<file path="src/shared/p9gp_defs.vh">
// constants for the port nine gpio and lcd segment pin multiplexer
`ifndef P9GP_DEFS_VH
`define P9GP_DEFS_VH

// ==================================================
// register byte addresses
`define P9GP_ADR_DATA      4'h0
`define P9GP_ADR_DIR       4'h4
`define P9GP_ADR_LCDCTL    4'h8
`define P9GP_ADR_PINS      4'hC

// ==================================================
// field positions of the lcd port control register
`define P9GP_SGS_LSB       0
`define P9GP_SGS_MSB       3
`define P9GP_SGX_BIT       4

// ==================================================
// reset values, fixed read values and the gpio segment select code
`define P9GP_DATA_RST      8'h00
`define P9GP_DIR_RST       8'h00
`define P9GP_LCDCTL_RST    5'h00
`define P9GP_DIR_READ      8'hFF
`define P9GP_SGS_GPIO      4'h0

// ==================================================
// operating mode codes on the mode input
`define P9GP_MODE_ACTIVE   3'h0
`define P9GP_MODE_SUBACT   3'h1
`define P9GP_MODE_SLEEP    3'h2
`define P9GP_MODE_SUBSLEEP 3'h3
`define P9GP_MODE_WATCH    3'h4
`define P9GP_MODE_STANDBY  3'h5

`endif

</file>
<file path="src/verilog/p9gp_pin_cell.v">
// one port pin: function select, hold and float per operating mode
`timescale 1ns/100ps

module p9gp_pin_cell (
	input  wire clk_i,
	input  wire rstn_i,
	input  wire hold_i,
	input  wire standby_i,
	input  wire gpio_sel_i,
	input  wire ext_sel_i,
	input  wire dir_i,
	input  wire latch_i,
	input  wire seg_i,
	input  wire ext_i,
	output wire pin_o,
	output wire pin_oe_n_o
);

	reg pin_q;
	reg oe_n_q;
	reg next_pin;
	reg next_oe_n;

	// ==================================================
	// function select
	always @* begin
		if (gpio_sel_i) begin
			next_pin  = latch_i;
			next_oe_n = ~dir_i;
		end else if (ext_sel_i) begin
			next_pin  = ext_i;
			next_oe_n = 1'b0;
		end else begin
			next_pin  = seg_i;          // direction ignored here
			next_oe_n = 1'b0;
		end
	end

	// ==================================================
	// pin flops; sleep-type modes freeze them, standby floats the pin
	always @(posedge clk_i or negedge rstn_i) begin
		if (!rstn_i) begin
			pin_q  <= 1'b0;
			oe_n_q <= 1'b1;
		end else if (standby_i) begin
			oe_n_q <= 1'b1;
		end else if (!hold_i) begin
			pin_q  <= next_pin;
			oe_n_q <= next_oe_n;
		end
	end

	assign pin_o      = pin_q;
	assign pin_oe_n_o = oe_n_q;

endmodule // p9gp_pin_cell

</file>
<file path="src/verilog/p9gp_top.v">
// port nine gpio with lcd segment and external driver pin sharing
`timescale 1ns/100ps
`include "p9gp_defs.vh"

module p9gp_top (
	input  wire        clk_i,
	input  wire        rstn_i,
	input  wire        wb_cyc_i,
	input  wire        wb_stb_i,
	input  wire        wb_we_i,
	input  wire [3:0]  wb_adr_i,
	input  wire [3:0]  wb_sel_i,
	input  wire [31:0] wb_dat_i,
	output reg  [31:0] wb_dat_o,
	output wire        wb_ack_o,
	input  wire [2:0]  power_mode_i,
	input  wire [7:0]  lcd_segment_out_i,
	input  wire        ext_driver_clock_one_i,
	input  wire        ext_driver_clock_two_i,
	input  wire        ext_driver_data_i,
	input  wire        ext_driver_alt_i,
	input  wire [7:0]  port_nine_pin_i,
	output wire [7:0]  port_nine_pin_o,
	output wire [7:0]  port_nine_pin_oe_n_o
);

	reg  [7:0]  pin_data_latch_reg;
	reg  [7:0]  pin_direction_reg;
	reg  [4:0]  lcd_port_control_reg;
	reg  [31:0] next_dat;
	wire        take;
	wire        wr_en;
	wire        gpio_sel;
	wire        ext_sel;
	wire        hold;
	wire        standby;
	wire [3:0]  segment_select_field;
	wire        driver_extension_select;
	wire [3:0]  ext_sig;
	wire [7:0]  ext_vec;
	wire [7:0]  ext_en;
	wire [7:0]  port_read;

	// ==================================================
	// bus handshake
	p9gp_wb_ack u_ack (
		.clk_i  (clk_i),
		.rstn_i (rstn_i),
		.cyc_i  (wb_cyc_i),
		.stb_i  (wb_stb_i),
		.ack_o  (wb_ack_o),
		.take_o (take)
	);

	// only the low byte lane carries register data
	assign wr_en = take & wb_we_i & wb_sel_i[0];

	// ==================================================
	// register writes
	always @(posedge clk_i or negedge rstn_i) begin
		if (!rstn_i) begin
			pin_data_latch_reg   <= `P9GP_DATA_RST;
			pin_direction_reg    <= `P9GP_DIR_RST;
			lcd_port_control_reg <= `P9GP_LCDCTL_RST;
		end else if (wr_en) begin
			if (wb_adr_i == `P9GP_ADR_DATA) begin
				pin_data_latch_reg <= wb_dat_i[7:0];
			end else if (wb_adr_i == `P9GP_ADR_DIR) begin
				pin_direction_reg <= wb_dat_i[7:0];
			end else if (wb_adr_i == `P9GP_ADR_LCDCTL) begin
				lcd_port_control_reg <= wb_dat_i[4:0];
			end
		end
	end

	// ==================================================
	// register reads
	genvar g;
	generate
		for (g = 0; g < 8; g = g + 1) begin : g_rd
			// output pins report the latch, inputs the live level
			assign port_read[g] = pin_direction_reg[g] ? pin_data_latch_reg[g] :
			                      port_nine_pin_i[g];
		end
	endgenerate

	always @* begin
		next_dat = 32'h00000000;
		if (wb_adr_i == `P9GP_ADR_DATA) begin
			next_dat[7:0] = port_read;
		end else if (wb_adr_i == `P9GP_ADR_DIR) begin
			next_dat[7:0] = `P9GP_DIR_READ;
		end else if (wb_adr_i == `P9GP_ADR_LCDCTL) begin
			next_dat[4:0] = lcd_port_control_reg;
		end else if (wb_adr_i == `P9GP_ADR_PINS) begin
			next_dat[7:0] = port_nine_pin_i;
		end
	end

	// unmapped addresses still ack, reading zero
	always @(posedge clk_i or negedge rstn_i) begin
		if (!rstn_i) begin
			wb_dat_o <= 32'h00000000;
		end else if (take & ~wb_we_i) begin
			wb_dat_o <= next_dat;
		end
	end

	// ==================================================
	// function and mode decode
	assign segment_select_field    = lcd_port_control_reg[`P9GP_SGS_MSB:`P9GP_SGS_LSB];
	assign driver_extension_select = lcd_port_control_reg[`P9GP_SGX_BIT];
	assign gpio_sel = (segment_select_field == `P9GP_SGS_GPIO);
	// extension is only reachable with the field at zero; nonzero field wins
	assign ext_sel  = gpio_sel & driver_extension_select;

	assign hold    = (power_mode_i == `P9GP_MODE_SLEEP) |
	                 (power_mode_i == `P9GP_MODE_SUBSLEEP) |
	                 (power_mode_i == `P9GP_MODE_WATCH);
	assign standby = (power_mode_i == `P9GP_MODE_STANDBY);

	// upper pins carry clock one, clock two, serial data, alternating
	assign ext_sig = {ext_driver_clock_one_i, ext_driver_clock_two_i,
	                  ext_driver_data_i, ext_driver_alt_i};
	assign ext_vec = {ext_sig, 4'h0};
	assign ext_en  = {{4{ext_sel}}, 4'h0};

	// ==================================================
	// pin cells; lcd_segment_out_i[n] is segment n+33
	generate
		for (g = 0; g < 8; g = g + 1) begin : g_pin
			p9gp_pin_cell u_cell (
				.clk_i      (clk_i),
				.rstn_i     (rstn_i),
				.hold_i     (hold),
				.standby_i  (standby),
				.gpio_sel_i (gpio_sel & ~ext_en[g]),
				.ext_sel_i  (ext_en[g]),
				.dir_i      (pin_direction_reg[g]),
				.latch_i    (pin_data_latch_reg[g]),
				.seg_i      (lcd_segment_out_i[g]),
				.ext_i      (ext_vec[g]),
				.pin_o      (port_nine_pin_o[g]),
				.pin_oe_n_o (port_nine_pin_oe_n_o[g])
			);
		end
	endgenerate

endmodule // p9gp_top

</file>
<file path="src/verilog/p9gp_wb_ack.v">
// wishbone classic single-cycle acknowledge generator
`timescale 1ns/100ps

module p9gp_wb_ack (
	input  wire clk_i,
	input  wire rstn_i,
	input  wire cyc_i,
	input  wire stb_i,
	output wire ack_o,
	output wire take_o
);

	reg ack;

	// ==================================================
	// one-cycle ack; dropped the cycle after so a held request is not taken twice
	assign take_o = cyc_i & stb_i & ~ack;
	assign ack_o  = ack;

	always @(posedge clk_i or negedge rstn_i) begin
		if (!rstn_i) begin
			ack <= 1'b0;
		end else begin
			ack <= take_o;
		end
	end

endmodule // p9gp_wb_ack
</file>
<file path="config.mk">
export PLATFORM = sky130hd
export DESIGN_NAME = p9gp_top
export DESIGN_NICKNAME = d
export VERILOG_FILES = /design/src/verilog/p9gp_pin_cell.v /design/src/verilog/p9gp_top.v /design/src/verilog/p9gp_wb_ack.v
export VERILOG_INCLUDE_DIRS = /design/src /design/src/shared
export SDC_FILE = /design/constraint.sdc
export NUM_CORES = 1
export LEC_CHECK = 0
export ABC_AREA = 0
export BUFFER_PORTS_ARGS = -buffer_cell sky130_fd_sc_hd__buf_2
export CAP_MARGIN = 20
export CORE_UTILIZATION = 46
export CTS_CLUSTER_SIZE = 30
export DETAILED_ROUTE_END_ITERATION = 10
export PLACE_DENSITY = 0.77
export SLEW_MARGIN = 10
export SYNTH_ARGS = -nofsm -noshare
export SYNTH_HDL_FRONTEND = slang
export SYNTH_SLANG_ARGS = --single-unit
</file>
<file path="constraint.sdc">
create_clock -name clk_i -period 2.2 [get_ports clk_i]
set_clock_uncertainty 0.2 [all_clocks]
set_input_delay 0.11 -clock clk_i [delete_from_list [all_inputs] [get_ports clk_i]]
set_output_delay 0.11 -clock clk_i [all_outputs]
set_load 0.1 [all_outputs]
</file>
# Word-level counts from Yosys, hierarchy flattened
# Cells that the tools add are included.
[totals]
in_bits = 68
output_inout_bits = 49
word_cells = 108
ff_bits = 46
[classes]
eq_ne = 8
n_mux = 49
n_reduce_logical = 6
bitwise_logic = 24
[op_table]
columns = ["op", "count"]
rows = [
  ["two-way mux 1 bit", 44],
  ["two-way mux 8 bit", 3],
  ["inverter 1 bit", 15],
  ["== test 4 bit (second input constant)", 2],
  ["logical NOT 4 bit", 2],
  ["bitwise AND 1 bit", 7],
  ["== test 3 x 2 -> 1 bit (second input constant)", 2],
  ["== test 3 bit (second input constant)", 2],
  ["two-way mux 5 bit", 1],
  ["== test 4 x 3 -> 1 bit (second input constant)", 1],
  ["AND reduction 2 bit", 2],
  ["AND reduction 4 bit", 1],
  ["two-way mux 3 bit", 1],
  ["AND reduction 3 bit", 1],
  ["!= test 2 bit (second input constant)", 1],
  ["OR 1 bit", 2],
]

# Longest topological paths before layout
[depth]
ltp_word = 7
ltp_mapped = 5
ltp_nobuf = 3

# Modules after synthesis
# A second synthesis with hierarchy kept.
[unflattened]
hier_cells = 206
hier_area_um2 = 2448.6
[by_module_without_submodules]
columns = ["mod", "instances", "area_each_um2", "cells_per_inst", "seq_area_each_um2"]
rows = [
  ["p9gp_top", 1, 1604.0, 132, 725.7],
  ["p9gp_pin_cell", 8, 101.3, 9, 51.3],
  ["p9gp_wb_ack", 1, 33.8, 2, 25.0],
]

# Worst setup path after synthesis
# No wires, ideal clock.
[synth_timing]
path_type = "register to register"
from = "reg u_ack.ack, in the netlist u_ack.ack_o"
to = "reg pin_direction_reg[0]"
setup_slack_ns = 0.007
setup_ns = 0.125
t_arrival_ns = 1.868
path_buffers = 0
synth_period_minus_slack_ns = 2.193
path_stages_with_launch = 4
t_required_ns = 1.875
path_cell_list = "dfrtp_1 > and3b_1 > nand4b_1 > mux2_2"
[synth_via]
elab_chain_len = 5
[synth_lines]
columns = ["element", "line", "rtl"]
rows = [
  ["start: declaration", "p9gp_wb_ack.v:13", "reg ack;"],
  ["start signal: assignment", "p9gp_wb_ack.v:24", "ack <= take_o;"],
  ["inverter 1 bit", "p9gp_wb_ack.v:17", "assign take_o = cyc_i & stb_i & ~ack;"],
  ["bitwise AND 1 bit", "p9gp_wb_ack.v:17", ""],
  ["named net take", "p9gp_top.v:31", "wire take;"],
  ["bitwise AND 1 bit (2 in series)", "p9gp_top.v:56", "assign wr_en = take & wb_we_i & wb_sel_i[0];"],
  ["AND reduction 3 bit (no line)", "-", ""],
  ["end signal: assignment", "p9gp_top.v:63", "pin_direction_reg <= `P9GP_DIR_RST;"],
  ["end signal: assignment", "p9gp_top.v:69", "pin_direction_reg <= wb_dat_i[7:0];"],
  ["end: declaration", "p9gp_top.v:28", "reg [7:0] pin_direction_reg;"],
]
# The timed path passes the listed nets, and every way through them passes these cells.
# A chain may end at the register's enable or synchronous reset.

# Final worst setup path
[layout_timing]
from = "in wb_adr_i[1]"
to = "reg pin_data_latch_reg[0]"
[layout_via]
elab_chain_len = 2
[layout_lines]
columns = ["element", "line", "rtl"]
rows = [
  ["start: declaration", "p9gp_top.v:11", "input wire [3:0] wb_adr_i,"],
  ["logical NOT 4 bit (no line)", "-", ""],
  ["AND reduction 2 bit (no line)", "-", ""],
  ["end signal: assignment", "p9gp_top.v:62", "pin_data_latch_reg <= `P9GP_DATA_RST;"],
  ["end signal: assignment", "p9gp_top.v:67", "pin_data_latch_reg <= wb_dat_i[7:0];"],
  ["end: declaration", "p9gp_top.v:27", "reg [7:0] pin_data_latch_reg;"],
]
# Every way passes these cells.

==> results.json <==
{
  "cts_root_buffer": "clkbuf_8",
  "final_hold_viol_count": 0,
  "synth_edf_count": 0,
  "max-cap-violations": 0,
  "grtUsageTotal_pct": 20.1,
  "total_power_mw": 2.92,
  "yosysTopAreaCellShare_pct": 38.5,
  "gp_congestion": 0.846,
  "grt_pass1_wl_um": 8230,
  "dp_cells": 339,
  "cts_buffers": 5,
  "drcViolationCount": 0,
  "cts_hold_buf": 25,
  "antenna_cells": 0,
  "path_clk_slew_ns": 0.08,
  "crit_path_start_kind": "input pin",
  "setup_tns_ns": 0,
  "core_um2": 5140,
  "dp_slack_ns": 0.252,
  "synth-async-reset-ratio_pct": 100,
  "hp-class": "in2reg",
  "vias": 1846,
  "yosys_warnings": 0,
  "worstMarginPinSlew_ns": 0.696,
  "ir_drop_mv": 0.848,
  "fmax_mhz": 479,
  "seq_area_frac_synth_pct": 47.1,
  "cellPowerDensity_nw_per_um2": 958,
  "antenna_found_initial": 0,
  "slew_violations": 0,
  "synth_cell_type_count": 31,
  "drt_wl_total_um": 5240,
  "synth_most_common_cell": "buf_4",
  "ff2ff_setup_slack_ns": 0.42,
  "dpl-instance-area_um2": 2710,
  "wl_per_cell_um": 14.1,
  "syn_to_final_growth_pct": 23.6,
  "multi_input_area_um2": 1050,
  "synth_area_leader_cell": "dfrtp_1",
  "syn_avg_cell_area_um2": 11.1,
  "synth_top_flop_cell": "dfrtp_1",
  "period_minus_slack_ns": 2.09,
  "power_frac_clock_pct": 18.2,
  "register_area_um2": 1160,
  "synthTopCellsByArea": "dfrtp_1 (39%), buf_4 (12%), mux2_2 (9.6%)",
  "first_global_vias": 1851,
  "seqPwrFrac_pct": 36.4,
  "ys_seq_elements": 46,
  "ant_nets": 0,
  "grt_max_degree": 47,
  "swShare_pct": 48.5,
  "fin_area_um2": 3050,
  "die-area_um2": 5660,
  "p_sw_mw": 1.42,
  "htreeDepth": 2,
  "leakage_nw": 1.49,
  "final_cells": 372,
  "drtPass1Iterations": 4,
  "port_buffers": 65,
  "worstPathRequired_ns": 2.18,
  "drtIter0Drc": 91,
  "num_rows": 26,
  "post-dp-hpwl_um": 3670,
  "critPathMaxFanout": 8,
  "start_util_pct": 48.0,
  "rsz0062_at_grt": "false",
  "die_w_um": 75.2,
  "die_y_um": 75.2,
  "tritoncts": "built",
  "whs_ns": 0.00592,
  "path_cells": "dlygate4sd3_1 > buf_2 > or4_1 > nor4_4 > buf_4 > mux2_2",
  "cts-resized-gates": 0,
  "fin_ws_ns": 0.113,
  "min_period_over_period_pct": 94.9,
  "syn_area_um2": 2470,
  "setup_violations": 0,
  "n_fill_cell": 462,
  "slew_headroom_pct": 52.3,
  "crit_path_end_kind": "flop",
  "yosys-top-cells-count": "buf_4 (40), dfrtp_1 (38), mux2_2 (21)",
  "syn_inst": 222,
  "p_int_mw": 1.50,
  "crit_type": "in2reg",
  "vias_per_cell": 4.96,
  "post_cts_buffers": 0,
  "critPathArrivalTime_ns": 2.07,
  "ioPinCount": 117,
  "p_comb_share_pct": 45.4,
  "critPathMaxStageDelay_ns": 0.54,
  "cts_sinks": 46,
  "cpMaxStageDelayCell": "dlygate4sd3_1",
  "final_util_pct": 59.3,
  "layout-drive-gt1-share_pct": 37.1,
  "fin_nets": 369,
  "clock_latency_ns": 0.30,
  "grt_overflow": 0,
  "status": "finished clean",
  "clockBufferDepth": 2
}
-- power groups by stage --
stage | Sequential, mW | Clock (mW) | Combinational (mW)
after floorplan | 1.18 | 0 | 1.11
after global placement | 1.08 | 0 | 1.29
after detailed placement | 1.08 | 0 | 1.30
after CTS | 1.06 | 0.545 | 1.33
after global routing | 1.08 | 0.574 | 1.39
final | 1.06 | 0.531 | 1.33
-- kinds of logic after synthesis --
family,count (synthesis),synth area share [%]
mux,31,13.6
compound gates,44,13.8
simple gates,49,11.3
buf+inv,50,13.7
flops,46,47.1
other cells,1,0.152
xor+xnor,1,0.355
-- routing by layer --
layer  part of all wire [%]  vias to the layer above  track usage (%)
met4                    1.5                        0             8.02
met3                    4.6                        6             4.82
met1                     41                      874             22.2
li1                       -                      893                -
met2                     53                       73             37.0
met5                      0                        -                0
-- worst max-delay path: cells and delay by family --
kind / cells / cell delay (ns)
buffers and inverters: 3 / 0.91
multiplexers: 1 / 0.35
AND/OR/NAND/NOR: 2 / 0.69
-- area by class of cell --
| class | count | area share, % |
|---|---|---|
| timing repair buffer | 99 | 21.5 |
| sequential | 46 | 38.1 |
| clock buffer | 7 | 2.83 |
| multi-input combinational | 149 | 34.6 |
| tap | 70 | 2.87 |
| clock inverter | 1 | 0.164 |
-- placed cells by master, fill, tap and decap left out, drive strengths merged --
cell type and instances:
dlygate4sd3 25, nor2 10, clkinv 1, o21ai 4, nor4bb 1, o31ai 4, a211o 5, conb 24
a211oi 7, or4 2, xor2 1, dfstp 8, dfrtp 38, clkbuf 7, and3b 1, mux2i 10
nand4b 2, nand4bb 1, a21oi 5, buf 74, or2 1, nor2b 12, nand2 13, o41ai 3
a21boi 3, mux2 21, nor3 4, o22a 8, nor4 2, a32o 5
-- worst paths after layout --
path / depth (start not counted) / to / start
setup / recovery: 6 / pin_data_latch_reg[0] / wb_adr_i[1]
hold / removal: 3 / wb_dat_o[5] / port_nine_pin_i[5]
setup reg to reg: 4 / g_pin[6].u_cell.pin_o / lcd_port_control_reg[3]
hold reg to reg: 2 / g_pin[5].u_cell.pin_o / g_pin[5].u_cell.pin_o
max in group asynchronous: 3 / g_pin[5].u_cell.pin_oe_n_o / rstn_i
min in group asynchronous: 3 / g_pin[2].u_cell.pin_o / rstn_i
Note: power is estimated with default switching activity, not from simulation.
